$ cat config.mk
export PLATFORM = sky130hd
export DESIGN_NAME = ufd_top
export DESIGN_NICKNAME = d
export VERILOG_FILES = /design/src/rtl/ufd_pkg.sv /design/src/rtl/ufd_top.sv
export SDC_FILE = /design/constraint.sdc
export NUM_CORES = 1
export LEC_CHECK = 0
export ABC_AREA = 1
export CAP_MARGIN = 25
export CORE_AREA = 4 4 150 152
export CTS_BUF_LIST = sky130_fd_sc_hd__clkbuf_4
export DETAILED_ROUTE_END_ITERATION = 6
export DIE_AREA = 0 0 154 156
export DONT_BUFFER_PORTS = 1
export PLACE_DENSITY_LB_ADDON = 0.08
export SKIP_CTS_REPAIR_TIMING = 1
export SYNTH_ARGS = -nofsm -noshare
export SYNTH_HDL_FRONTEND = slang
export SYNTH_SLANG_ARGS = --single-unit
$ cat constraint.sdc
create_clock -name i_core_clk -period 7 [get_ports i_core_clk]
set_input_delay 1.05 -clock i_core_clk [delete_from_list [all_inputs] [get_ports i_core_clk]]
set_output_delay 1.05 -clock i_core_clk [all_outputs]
set_load 0.01 [all_outputs]
$ cat src/rtl/ufd_pkg.sv
/*
  Shared constants, types and helpers for the UART FIFO control and DMA request block.
  Assumes a 32-bit AXI4-Lite register bus with byte addresses in the low 8 address bits.
*/
`default_nettype none

package ufd_pkg;

  // Register byte offsets
  localparam logic [7:0] OFF_CTRL     = 8'h00;
  localparam logic [7:0] OFF_TX_DATA  = 8'h04;
  localparam logic [7:0] OFF_RX_DATA  = 8'h08;
  localparam logic [7:0] OFF_STATUS   = 8'h0C;
  localparam logic [7:0] OFF_INT_STAT = 8'h10;
  localparam logic [7:0] OFF_INT_MASK = 8'h14;

  // fifo_control field positions
  localparam int unsigned CTRL_EN_BIT    = 0;
  localparam int unsigned CTRL_RXCLR_BIT = 1;
  localparam int unsigned CTRL_TXCLR_BIT = 2;
  localparam int unsigned CTRL_DMA_BIT   = 3;
  localparam int unsigned CTRL_THR_LSB   = 6;

  // Status word field positions
  localparam int unsigned STAT_RXREQ_BIT = 4;
  localparam int unsigned STAT_TXREQ_BIT = 5;
  localparam int unsigned STAT_FIFO_LSB  = 6;
  localparam int unsigned STAT_RXCNT_LSB = 8;
  localparam int unsigned STAT_TXCNT_LSB = 16;
  localparam logic [1:0]  FIFO_ON_CODE   = 2'h3;

  // Interrupt status and mask bit positions
  localparam int unsigned IRQ_RX_BIT  = 0;
  localparam int unsigned IRQ_TX_BIT  = 1;
  localparam int unsigned IRQ_TMO_BIT = 2;
  localparam int unsigned IRQ_OVR_BIT = 3;
  localparam int unsigned IRQ_W       = 4;
  localparam logic [3:0]  INT_MASK_RST = 4'h0;

  // Receive fill thresholds for codes 00, 01, 10, 11
  localparam logic [4:0] THR_LVL_0 = 5'h01;
  localparam logic [4:0] THR_LVL_1 = 5'h04;
  localparam logic [4:0] THR_LVL_2 = 5'h08;
  localparam logic [4:0] THR_LVL_3 = 5'h0E;

  // Queue geometry
  localparam int unsigned FIFO_DEPTH = 16;
  localparam int unsigned CHAR_W     = 8;

  // AXI responses
  localparam logic [1:0] RESP_OKAY   = 2'h0;
  localparam logic [1:0] RESP_SLVERR = 2'h2;

  typedef struct packed {
    logic [1:0] tx_holding_reg;
    logic       dma_block;
    logic       enable;
  } ufd_ctrl_type;

  localparam ufd_ctrl_type CTRL_RST = '0;

  typedef struct packed {
    logic        valid;
    logic [7:0]  data;
  } ufd_char_type;

  function automatic logic [4:0] rx_fill_level(input logic [1:0] code);
    logic [4:0] lvl;
    lvl = THR_LVL_0;
    unique case (code)
      2'h0: lvl = THR_LVL_0;
      2'h1: lvl = THR_LVL_1;
      2'h2: lvl = THR_LVL_2;
      2'h3: lvl = THR_LVL_3;
    endcase
    return lvl;
  endfunction

  function automatic logic reg_mapped(input logic [7:0] addr);
    return (addr == OFF_CTRL) || (addr == OFF_TX_DATA) || (addr == OFF_RX_DATA) ||
           (addr == OFF_STATUS) || (addr == OFF_INT_STAT) || (addr == OFF_INT_MASK);
  endfunction

endpackage

`default_nettype wire

$ cat src/rtl/ufd_top.sv
/*
  FIFO control, 16-entry transmit and receive queues and DMA request pins of a UART,
  with an AXI4-Lite register slave and a masked interrupt output.
  Assumes the transmit shifter pops characters with i_tx_take and the receive shifter
  pushes whole characters with i_rx_char; all inputs are synchronous to i_core_clk.
*/
// The AXI4-Lite register port and the register addresses were left to the implementer.
`default_nettype none

// How it works
// - In single-character mode, receive and transmit interrupts fire once per character.
// - With queues disabled, receive request goes low when the holding register loads.
// - Single-character mode or disabled: transmit request low while nothing waits to send.
// - Single-character mode: transmit request goes high once a character is written.
// - Single-character mode enabled: receive request low while any character is queued.
// - Block mode: transmit interrupt raised while the transmit queue has a free slot.
// - Block mode: transmit request high only when transmit queue is full.
// - Block mode: receive request goes low at threshold or on receive time-out.
// - Block mode: receive request returns high only once the receive queue is empty.
// - Block mode: receive interrupt when count equals threshold; queue keeps filling until full.
// - Threshold codes 00, 01, 10, 11 select 1, 4, 8 and 14 characters.
// - DMA mode bit resets to zero, single-character mode; one selects block mode.
// - Control bit 2 empties the transmit queue and reads back as zero.
// - Control bit 1 empties the receive queue and reads back as zero.
// - Control bit 0 enables both queues; reset leaves them disabled.
// - Writes with bit 0 clear ignore all other control bits.
// - Status bits 7:6 read as ones while queues are enabled, else zeros.
module ufd_top #(
  parameter int unsigned DEPTH = ufd_pkg::FIFO_DEPTH
) (
  // Clock and reset
  input  wire logic                i_core_clk,
  input  wire logic                i_rst_n,
  // AXI4-Lite write address and data
  input  wire logic                i_s_axi_awvalid,
  output logic                     o_s_axi_awready,
  input  wire logic [7:0]          i_s_axi_awaddr,
  input  wire logic                i_s_axi_wvalid,
  output logic                     o_s_axi_wready,
  input  wire logic [31:0]         i_s_axi_wdata,
  input  wire logic [3:0]          i_s_axi_wstrb,
  // AXI4-Lite write response
  output logic                     o_s_axi_bvalid,
  input  wire logic                i_s_axi_bready,
  output logic [1:0]               o_s_axi_bresp,
  // AXI4-Lite read
  input  wire logic                i_s_axi_arvalid,
  output logic                     o_s_axi_arready,
  input  wire logic [7:0]          i_s_axi_araddr,
  output logic                     o_s_axi_rvalid,
  input  wire logic                i_s_axi_rready,
  output logic [31:0]              o_s_axi_rdata,
  output logic [1:0]               o_s_axi_rresp,
  // Transmit shifter side
  output ufd_pkg::ufd_char_type    o_tx_char,
  input  wire logic                i_tx_take,
  // Receive shifter side
  input  wire ufd_pkg::ufd_char_type i_rx_char,
  input  wire logic                i_rx_timeout,
  // DMA request pins and interrupt
  output logic                     o_tx_dma_request_n,
  output logic                     o_rx_dma_request_n,
  output logic                     o_fifo_enabled,
  output logic                     o_irq
);

  localparam int unsigned CW = $clog2(DEPTH + 1);
  localparam int unsigned PW = $clog2(DEPTH);

  ufd_pkg::ufd_ctrl_type          ctrl_r;
  logic [ufd_pkg::IRQ_W-1:0]      int_stat_r;
  logic [ufd_pkg::IRQ_W-1:0]      int_stat_nxt;
  logic [ufd_pkg::IRQ_W-1:0]      int_mask_r;
  logic [ufd_pkg::IRQ_W-1:0]      int_event;

  logic                           aw_got_r;
  logic                           w_got_r;
  logic [7:0]                     wr_addr_r;
  logic [31:0]                    wr_data_r;
  logic                           wr_strb0_r;
  logic                           bvalid_r;
  logic [1:0]                     bresp_r;
  logic                           rvalid_r;
  logic [31:0]                    rdata_r;
  logic [1:0]                     rresp_r;
  logic [31:0]                    rd_word;

  logic [ufd_pkg::CHAR_W-1:0]     tx_mem [DEPTH];
  logic [ufd_pkg::CHAR_W-1:0]     rx_mem [DEPTH];
  logic [PW-1:0]                  tx_wr_ptr_r;
  logic [PW-1:0]                  tx_rd_ptr_r;
  logic [PW-1:0]                  rx_wr_ptr_r;
  logic [PW-1:0]                  rx_rd_ptr_r;
  logic [CW-1:0]                  tx_count_r;
  logic [CW-1:0]                  rx_count_r;
  logic [CW-1:0]                  rx_count_nxt;
  logic [CW-1:0]                  cap;
  logic [CW-1:0]                  thr_lvl;
  logic                           rx_blk_req_r;

  logic wr_go;
  logic wr_ctrl;
  logic wr_tx;
  logic wr_mask;
  logic rd_go;
  logic rd_pop;
  logic int_clr;
  logic mode_chg;
  logic tx_clr;
  logic rx_clr;
  logic tx_push;
  logic tx_pop;
  logic rx_push;
  logic rx_ovr;
  logic blk_mode;

  // Bus decode
  assign wr_go   = aw_got_r && w_got_r && !bvalid_r;
  assign wr_ctrl = wr_go && wr_strb0_r && (wr_addr_r == ufd_pkg::OFF_CTRL);
  assign wr_tx   = wr_go && wr_strb0_r && (wr_addr_r == ufd_pkg::OFF_TX_DATA);
  assign wr_mask = wr_go && wr_strb0_r && (wr_addr_r == ufd_pkg::OFF_INT_MASK);
  assign rd_go   = i_s_axi_arvalid && !rvalid_r;
  assign rd_pop  = rd_go && (i_s_axi_araddr == ufd_pkg::OFF_RX_DATA) && (rx_count_r != '0);
  assign int_clr = rd_go && (i_s_axi_araddr == ufd_pkg::OFF_INT_STAT);

  assign o_s_axi_awready = !aw_got_r && !bvalid_r;
  assign o_s_axi_wready  = !w_got_r && !bvalid_r;
  assign o_s_axi_bvalid  = bvalid_r;
  assign o_s_axi_bresp   = bresp_r;
  assign o_s_axi_arready = !rvalid_r;
  assign o_s_axi_rvalid  = rvalid_r;
  assign o_s_axi_rdata   = rdata_r;
  assign o_s_axi_rresp   = rresp_r;

  // Write channel capture and response
  always_ff @(posedge i_core_clk or negedge i_rst_n) begin
    if (!i_rst_n) begin
      aw_got_r   <= 1'b0;
      w_got_r    <= 1'b0;
      wr_addr_r  <= 8'h00;
      wr_data_r  <= 32'h00000000;
      wr_strb0_r <= 1'b0;
      bvalid_r   <= 1'b0;
      bresp_r    <= ufd_pkg::RESP_OKAY;
    end else begin
      if (i_s_axi_awvalid && o_s_axi_awready) begin
        aw_got_r  <= 1'b1;
        wr_addr_r <= i_s_axi_awaddr;
      end
      if (i_s_axi_wvalid && o_s_axi_wready) begin
        w_got_r    <= 1'b1;
        wr_data_r  <= i_s_axi_wdata;
        wr_strb0_r <= i_s_axi_wstrb[0];
      end
      if (wr_go) begin
        aw_got_r <= 1'b0;
        w_got_r  <= 1'b0;
        bvalid_r <= 1'b1;
        bresp_r  <= ufd_pkg::reg_mapped(wr_addr_r) ? ufd_pkg::RESP_OKAY : ufd_pkg::RESP_SLVERR;
      end else if (bvalid_r && i_s_axi_bready) begin
        bvalid_r <= 1'b0;
      end
    end
  end

  // Read data mux; clear bits of fifo_control always read as zero
  always_comb begin
    rd_word = 32'h00000000;
    unique case (i_s_axi_araddr)
      ufd_pkg::OFF_CTRL: begin
        rd_word[ufd_pkg::CTRL_EN_BIT]  = ctrl_r.enable;
        rd_word[ufd_pkg::CTRL_DMA_BIT] = ctrl_r.dma_block;
        rd_word[ufd_pkg::CTRL_THR_LSB +: 2] = ctrl_r.tx_holding_reg;
      end
      ufd_pkg::OFF_RX_DATA: begin
        if (rx_count_r != '0) begin
          rd_word[ufd_pkg::CHAR_W-1:0] = rx_mem[rx_rd_ptr_r];
        end
      end
      ufd_pkg::OFF_STATUS: begin
        rd_word[ufd_pkg::STAT_RXREQ_BIT] = !o_rx_dma_request_n;
        rd_word[ufd_pkg::STAT_TXREQ_BIT] = !o_tx_dma_request_n;
        rd_word[ufd_pkg::STAT_FIFO_LSB +: 2] = ctrl_r.enable ? ufd_pkg::FIFO_ON_CODE : 2'h0;
        rd_word[ufd_pkg::STAT_RXCNT_LSB +: CW] = rx_count_r;
        rd_word[ufd_pkg::STAT_TXCNT_LSB +: CW] = tx_count_r;
      end
      ufd_pkg::OFF_INT_STAT: rd_word[ufd_pkg::IRQ_W-1:0] = int_stat_r;
      ufd_pkg::OFF_INT_MASK: rd_word[ufd_pkg::IRQ_W-1:0] = int_mask_r;
      default: rd_word = 32'h00000000;
    endcase
  end

  // Read answer one cycle after the address is taken
  always_ff @(posedge i_core_clk or negedge i_rst_n) begin
    if (!i_rst_n) begin
      rvalid_r <= 1'b0;
      rdata_r  <= 32'h00000000;
      rresp_r  <= ufd_pkg::RESP_OKAY;
    end else if (rd_go) begin
      rvalid_r <= 1'b1;
      rdata_r  <= rd_word;
      rresp_r  <= ufd_pkg::reg_mapped(i_s_axi_araddr) ? ufd_pkg::RESP_OKAY : ufd_pkg::RESP_SLVERR;
    end else if (rvalid_r && i_s_axi_rready) begin
      rvalid_r <= 1'b0;
    end
  end

  // fifo_control register; bits 5:4 are never stored
  always_ff @(posedge i_core_clk or negedge i_rst_n) begin
    if (!i_rst_n) begin
      ctrl_r <= ufd_pkg::CTRL_RST;
    end else if (wr_ctrl) begin
      if (wr_data_r[ufd_pkg::CTRL_EN_BIT]) begin
        ctrl_r.enable    <= 1'b1;
        ctrl_r.dma_block <= wr_data_r[ufd_pkg::CTRL_DMA_BIT];
        ctrl_r.tx_holding_reg       <= wr_data_r[ufd_pkg::CTRL_THR_LSB +: 2];
      end else begin
        ctrl_r.enable <= 1'b0;
      end
    end
  end

  always_ff @(posedge i_core_clk or negedge i_rst_n) begin
    if (!i_rst_n) begin
      int_mask_r <= ufd_pkg::INT_MASK_RST;
    end else if (wr_mask) begin
      int_mask_r <= wr_data_r[ufd_pkg::IRQ_W-1:0];
    end
  end

  // Queue control; switching the enable empties both queues
  assign blk_mode = ctrl_r.enable && ctrl_r.dma_block;
  assign cap      = ctrl_r.enable ? CW'(DEPTH) : CW'(1);
  assign thr_lvl  = CW'(ufd_pkg::rx_fill_level(ctrl_r.tx_holding_reg));
  assign mode_chg = wr_ctrl && (wr_data_r[ufd_pkg::CTRL_EN_BIT] != ctrl_r.enable);
  assign tx_clr   = mode_chg || (wr_ctrl && wr_data_r[ufd_pkg::CTRL_EN_BIT] &&
                                 wr_data_r[ufd_pkg::CTRL_TXCLR_BIT]);
  assign rx_clr   = mode_chg || (wr_ctrl && wr_data_r[ufd_pkg::CTRL_EN_BIT] &&
                                 wr_data_r[ufd_pkg::CTRL_RXCLR_BIT]);
  assign tx_push  = wr_tx && !tx_clr && (tx_count_r < cap);
  assign tx_pop   = i_tx_take && !tx_clr && (tx_count_r != '0);
  assign rx_push  = i_rx_char.valid && !rx_clr && ((rx_count_r < cap) || rd_pop);
  assign rx_ovr   = i_rx_char.valid && !rx_clr && !rx_push;
  assign rx_count_nxt = rx_clr ? '0 : CW'(rx_count_r + CW'(rx_push) - CW'(rd_pop));

  always_ff @(posedge i_core_clk) begin
    if (tx_push) begin
      tx_mem[tx_wr_ptr_r] <= wr_data_r[ufd_pkg::CHAR_W-1:0];
    end
    if (rx_push) begin
      rx_mem[rx_wr_ptr_r] <= i_rx_char.data;
    end
  end

  // Transmit queue; clearing leaves the shifter untouched
  always_ff @(posedge i_core_clk or negedge i_rst_n) begin
    if (!i_rst_n) begin
      tx_wr_ptr_r <= '0;
      tx_rd_ptr_r <= '0;
      tx_count_r  <= '0;
    end else if (tx_clr) begin
      tx_wr_ptr_r <= '0;
      tx_rd_ptr_r <= '0;
      tx_count_r  <= '0;
    end else begin
      if (tx_push) begin
        tx_wr_ptr_r <= PW'(tx_wr_ptr_r + 1'b1);
      end
      if (tx_pop) begin
        tx_rd_ptr_r <= PW'(tx_rd_ptr_r + 1'b1);
      end
      tx_count_r <= CW'(tx_count_r + CW'(tx_push) - CW'(tx_pop));
    end
  end

  // Receive queue
  always_ff @(posedge i_core_clk or negedge i_rst_n) begin
    if (!i_rst_n) begin
      rx_wr_ptr_r <= '0;
      rx_rd_ptr_r <= '0;
      rx_count_r  <= '0;
    end else if (rx_clr) begin
      rx_wr_ptr_r <= '0;
      rx_rd_ptr_r <= '0;
      rx_count_r  <= '0;
    end else begin
      if (rx_push) begin
        rx_wr_ptr_r <= PW'(rx_wr_ptr_r + 1'b1);
      end
      if (rd_pop) begin
        rx_rd_ptr_r <= PW'(rx_rd_ptr_r + 1'b1);
      end
      rx_count_r <= rx_count_nxt;
    end
  end

  assign o_tx_char = {tx_count_r != '0, tx_mem[tx_rd_ptr_r]};

  // Block-mode receive request: set at threshold or time-out, held until empty
  always_ff @(posedge i_core_clk or negedge i_rst_n) begin
    if (!i_rst_n) begin
      rx_blk_req_r <= 1'b0;
    end else begin
      rx_blk_req_r <= blk_mode && (rx_count_nxt != '0) &&
                      (rx_blk_req_r || (rx_count_nxt >= thr_lvl) || i_rx_timeout);
    end
  end

  assign o_rx_dma_request_n = blk_mode ? !rx_blk_req_r : (rx_count_r == '0);
  assign o_tx_dma_request_n = blk_mode ? (tx_count_r == CW'(DEPTH))
                                       : (tx_count_r != '0);
  assign o_fifo_enabled     = ctrl_r.enable;

  // Interrupt events: per character in single mode, by level and threshold in block mode
  always_comb begin
    int_event = '0;
    if (blk_mode) begin
      int_event[ufd_pkg::IRQ_RX_BIT] = rx_push && (rx_count_nxt == thr_lvl);
      int_event[ufd_pkg::IRQ_TX_BIT] = tx_count_r != CW'(DEPTH);
    end else begin
      int_event[ufd_pkg::IRQ_RX_BIT] = rx_push;
      int_event[ufd_pkg::IRQ_TX_BIT] = tx_pop;
    end
    int_event[ufd_pkg::IRQ_TMO_BIT] = i_rx_timeout && (rx_count_r != '0);
    int_event[ufd_pkg::IRQ_OVR_BIT] = rx_ovr;
  end

  // Sticky status: a new event in the clearing read cycle survives
  assign int_stat_nxt = (int_clr ? '0 : int_stat_r) | int_event;

  always_ff @(posedge i_core_clk or negedge i_rst_n) begin
    if (!i_rst_n) begin
      int_stat_r <= '0;
    end else begin
      int_stat_r <= int_stat_nxt;
    end
  end

  assign o_irq = |(int_stat_r & int_mask_r);
endmodule

`default_nettype wire
; Word level (Yosys, flattened, before mapping)
; Memories as Yosys holds them, arrays and structs flattened.
; Cells that the tools add are included.
[word_totals]
memories = 2
reg_bits = 82
inputBits = 70
out_inout_bits = 54
wordCells = 169
ramBits = 256
[op_classes]
bitwise_logic = 2
eq_ne = 17
mux = 41
order_cmp = 3
n_reduce_logical = 74
n_addsub = 8
[mem_list]
columns = name, words, word_bits, read_ports, rd_clocked_by_memory_dff, write_ports, line_no
row1 = rx_mem, 16, 8, 1, 0, 1, ufd_top.sv:89  ; logic [ufd_pkg::CHAR_W-1:0] rx_mem [DEPTH];
row2 = tx_mem, 16, 8, 1, 0, 1, ufd_top.sv:88  ; logic [ufd_pkg::CHAR_W-1:0] tx_mem [DEPTH];
[op_table]
columns = operator, n
row1 = 4-bit 2-to-1 mux, 9
row2 = "8-bit by 4-bit == test with 1-bit output, second input constant", 4
row3 = "8-bit by 5-bit == test with 1-bit output, second input constant", 4
row4 = 1-bit logical AND, 32
row5 = 5-bit 2-to-1 mux, 6
row6 = 5-bit case mux with 4 select lines, 1
row7 = "4-bit by 1-bit adder with 4-bit output, second input constant", 4
row8 = "8-bit by 3-bit == test with 1-bit output, second input constant", 2
row9 = 8-bit logical NOT, 2
row10 = 2-bit nonzero test, 8
row11 = 1-bit logical OR, 15
row12 = 1-bit 2-to-1 mux, 15
row13 = 5-bit nonzero test, 3
row14 = 2-bit case mux with 3 select lines, 2
row15 = 5-bit by 1-bit adder with 5-bit output, 2
row16 = 1-bit logical NOT, 10
row17 = 5-bit < comparator, 2
row18 = 5-bit by 1-bit subtractor with 5-bit output, 2
row19 = 2-bit 2-to-1 mux, 4
row20 = 8-bit 2-to-1 mux, 1
row21 = 1-bit case mux with 4 select lines, 2
row22 = 5-bit == test, 1
row23 = "5-bit == test, second input constant", 1
row24 = 5-bit >= comparator, 1
row25 = other kinds (11), 12

; Logic depth before layout (Yosys ltp)
[logic_depth]
ltp_word = 17
ltp_mapped = 24
ltp_nobuf = 24

; Worst setup path before layout
; No wires, ideal clock.
[synth_timing]
kind = input-to-reg
start = in i_s_axi_araddr[1]
end = reg rx_blk_req_r
required_time_ns = 6.877
path_stages = 20
n_path_buf = 0
t_arrival_ns = 3.554
path_slack_ns = 3.323
setup_time_ns = 0.123
cell_sequence = nor2_4 -> nand4_4 -> nor3_4 -> nand3_4 -> a21oi_4 -> nand2_1 -> nand2_1 -> ha_1 -> fa_1 -> inv_1 -> nor2_1 -> nor2_1 -> nand3_1 -> inv_1 -> ha_1 -> a21o_1 -> o21ai_0 -> nand2_1 -> nand2_1 -> a21oi_1
[synth_between]
elab_chain_cells = 12
elab_cells_between_ends = 14
classes_between = add/sub: 2 / order compare: 1 / eq/ne: 1 / mux: 1 / reduce/logical: 9
[synth_rtl]
columns = item, line_no
row1 = "start, declared", ufd_top.sv:49  ; input wire logic [7:0] i_s_axi_araddr,
row2 = 8-bit by 4-bit == test with 1-bit output *, ufd_top.sv:123  ; assign rd_pop = rd_go && (i_s_axi_araddr == ufd_pkg::OFF_RX_DATA) && (rx_count_r != '0);
row3 = 1-bit logical AND * (2 in series), ufd_top.sv:123
row4 = 1-bit logical OR, ufd_top.sv:242  ; assign rx_push = i_rx_char.valid && !rx_clr && ((rx_count_r < cap) || rd_pop);
row5 = 1-bit logical AND, ufd_top.sv:242
row6 = 5-bit by 1-bit adder with 5-bit output, ufd_top.sv:244  ; assign rx_count_nxt = rx_clr ? '0 : CW'(rx_count_r + CW'(rx_push) - CW'(rd_pop));
row7 = 5-bit by 1-bit subtractor with 5-bit output *, ufd_top.sv:244
row8 = 5-bit 2-to-1 mux *, ufd_top.sv:244
row9 = 5-bit >= comparator, ufd_top.sv:305  ; (rx_blk_req_r || (rx_count_nxt >= thr_lvl) || i_rx_timeout);
row10 = 1-bit logical OR (2 in series), ufd_top.sv:305
row11 = 1-bit logical AND *, ufd_top.sv:304  ; rx_blk_req_r <= blk_mode && (rx_count_nxt != '0) &&
row12 = "end signal, assigned", ufd_top.sv:304
row13 = "end, declared", ufd_top.sv:99  ; logic rx_blk_req_r;
; Mark *: on every way between the ends. The rest lies on a longest branch, timed or not.
; A chain may end at the register's enable or synchronous reset.

==> results.json <==
{
  "status": "complete, no violations",
  "synth_area_leaders": "edfxtp_1 (53%), dfrtp_1 (14%), nor2_1 (5.9%)",
  "hold_violations": 0,
  "pwr-share-comb_pct": 23.2,
  "power_density_mw_per_mm2": 358,
  "setup_viol": 0,
  "ios": 124,
  "placed_cells": 1500,
  "grt_max_degree": 81,
  "firstDrtPassIters": 5,
  "crit_required_ns": 5.95,
  "wl_met1_mm": 12.9,
  "layout-drive-gt1-share_pct": 13.4,
  "synth_area_sq_mm": 0.0146,
  "drv_slew": 0,
  "die_area_sq_mm": 0.0240,
  "cts.sinks": 336,
  "async_reset_ff_share_pct": 23.8,
  "p_sw_share_pct": 33.1,
  "grt_pass1_vias": 9536,
  "clk_pin_slew_ns": 0.07,
  "seq_power_share_pct": 47.0,
  "worst_slack_ns": 2.41,
  "power_frac_clock_pct": 29.8,
  "yosys.area_share.adder_pct": 2.94,
  "design.core.area_sq_mm": 0.0210,
  "yosysWarnings": 0,
  "synth.distinct_cells": 44,
  "ff2ff_path_depth": 20,
  "internal_power_mw": 3.79,
  "place_congestion": 0.887,
  "cts_buffers": 84,
  "grt_usage_pct": 26.7,
  "gr-total-overflow": 0,
  "worst_slew_pin_slew_ns": 1.04,
  "clockBufferDepth": 3,
  "fin_tns_setup_ns": 0,
  "synth_most_common_cell": "edfxtp_1",
  "num_rows": 53,
  "syn_inst": 1275,
  "portBuffers": 0,
  "yosys.area_share.simple_pct": 13.0,
  "leakagePower_nw": 6.05,
  "dr_wl_met2_mm": 16.1,
  "syn_avg_cell_area_sq_um": 11.4,
  "fmax_mhz": 218,
  "maxCapViolCount": 0,
  "synth_seq_cells": 336,
  "drt_iter0_drc": 904,
  "synthFlopType": "edfxtp_1",
  "finClkSkew_ns": 0.0460,
  "cts_tree": "yes",
  "synth_top_area_cell": "edfxtp_1",
  "synth_top_family_by_area": "simple AND/OR/NAND/NOR gates",
  "routed_wl_mm": 31.9,
  "seq_area_frac_synth_pct": 66.5,
  "slew_headroom_pct": 30.4,
  "worst_setup_path_start_kind": "flip-flop",
  "synth_compound_area_share_pct": 11.6,
  "critical_path_class": "flip-flop to output pin",
  "synth-xor-area-share_pct": 0.661,
  "post-place-ws_ns": 2.39,
  "root_buffer": "clkbuf_4",
  "yosys.area.top_type_share_pct": 52.7,
  "yosys-mux-area-fraction_pct": 0.695,
  "fin_crit_sh_pct": 65.6,
  "stdcell_count": 1647,
  "start_util_pct": 69.3,
  "ant_nets": 0,
  "crit_fanout": 67,
  "die_y_um": 156,
  "area_delta_synth_final_pct": 8.61,
  "ir_drop_v": 0.000236,
  "end_kind": "output pin",
  "worstSkewPairLatency_ns": 0.71,
  "finalWorstPathRequiredPeriod_ns": 4.59,
  "grt_pass1_wl_mm": 50.2,
  "place_hpwl_mm": 19.9,
  "viasPerCell": 5.93,
  "synth_edf_count": 256,
  "rsz0062_at_grt": "false",
  "wl_met3_mm": 2.12,
  "antenna_found_initial": 3,
  "p_sw_mw": 1.88,
  "vias": 9765,
  "htree_num_levels": 3,
  "drc": 0,
  "nets": 1416,
  "top_layer": "met4",
  "drt-wirelength-per-cell_um": 19.4,
  "hp-class": "input port to async pin",
  "die_w_um": 154,
  "yosys-top-cells-count": "edfxtp_1 (256), nor2_1 (231), o21ai_0 (163), nand2_1 (136), dfrtp_1 (80)",
  "cp.arrival_ns": 3.54
}
## power by group through the flow
stage                     Combinational (mW)  Clock [mW]  Sequential (mW)
after detailed placement                1.30           0             2.71
after floorplan                         1.03           0             2.60
after global routing                    1.50        1.82             2.69
after CTS                               1.31        1.72             2.67
after global placement                  1.26           0             2.70
final                                   1.31        1.69             2.67
## routing by layer
| layer | up-vias | GRT usage, % |
|---|---|---|
| met5 | - | 0 |
| met3 | 72 | 6.02 |
| met2 | 375 | 44.1 |
| met4 | 0 | 11.2 |
| met1 | 4720 | 34.6 |
| li1 | 4598 | - |
## cell families (layout without fill, tap and decap cells)
group / after synthesis / after routing
AO/OA/AOI/OAI: 287 / 287
XOR/XNOR: 11 / 11
adder cells (fa/ha/maj): 33 / 33
buffers and inverters: 158 / 238
flip-flops: 336 / 336
multiplexers: 9 / 9
other: 1 / 18
AND/OR/NAND/NOR: 440 / 440
## path summary, 6_finish.rpt
check,endpoint,slack (ns),from
setup / recovery,o_tx_char[1],2.41,tx_rd_ptr_r[0]
hold / removal,rx_count_r[2],0.04,i_rst_n
setup reg to reg,rx_blk_req_r,2.80,o_s_axi_rvalid
hold reg to reg,int_mask_r[3],0.51,int_mask_r[3]
max in group asynchronous,tx_rd_ptr_r[0],6.78,i_rst_n
min in group i_core_clk,rx_mem[1][1],0.44,i_rx_char[1]
## area by class of cell
type | instances | area, sq um
multi-input combinational | 796 | 4270
sequential | 336 | 9690
tap | 275 | 344
timing repair buffer | 8 | 92.6
fill | 1416 | 5190
inverter | 87 | 329
clock buffer | 127 | 953
antenna | 2 | 5.00
clock inverter | 16 | 149
## layout by cell type, fill, tap and decap left out, types with 10 or more instances in the layout
cell type / instances
nand3_1: 44
conb_1: 16
ha_1: 31
o221ai_1: 22
nand2_1: 136
inv_1: 78
o31ai_1: 10
dfrtp_1: 78
clkbuf_4: 127
a21oi_1: 30
nor2_1: 231
edfxtp_1: 256
o21ai_0: 163
o22ai_1: 14
o211ai_1: 39
clkinv_1: 11
## state kept, by name, indices dropped and copies added (netlist names), 3 cells and up
register / cells
wr_data_r: 8
tx_mem: 128
o_s_axi_rdata: 18
int_stat_r: 4
rx_count_r: 5
tx_wr_ptr_r: 4
tx_rd_ptr_r: 4
rx_rd_ptr_r: 4
int_mask_r: 4
tx_count_r: 5
rx_wr_ptr_r: 4
rx_mem: 128
ctrl_r: 3
wr_addr_r: 8
## per-stage QoR
step / hold slack (ns) / utilization (%) / power, mW / instance area (sq um)
2_1_floorplan: 0.453 / - / 3.62 / 14600
3_3_place_gp: 0.471 / 69.8 / 3.96 / 14700
3_5_place_dp: 0.484 / 69.8 / 4.01 / 14700
4_1_cts: -0.000659 / 75.1 / 5.69 / 15800
5_1_grt: 0.0119 / 75.3 / 6.01 / 15800
6_report: 0.0360 / 75.3 / 5.67 / 15800
## worst max-delay path, cell delays in order (launching register included)
cell and delay [ns]:
dfrtp_2 0.34, buf_4 0.53, clkinv_1 0.68, buf_4 0.48, o21ai_0 0.21, o22ai_1 0.12
o211ai_1 0.28, nand2_1 0.18
Note: power is estimated with default switching activity, not from simulation.
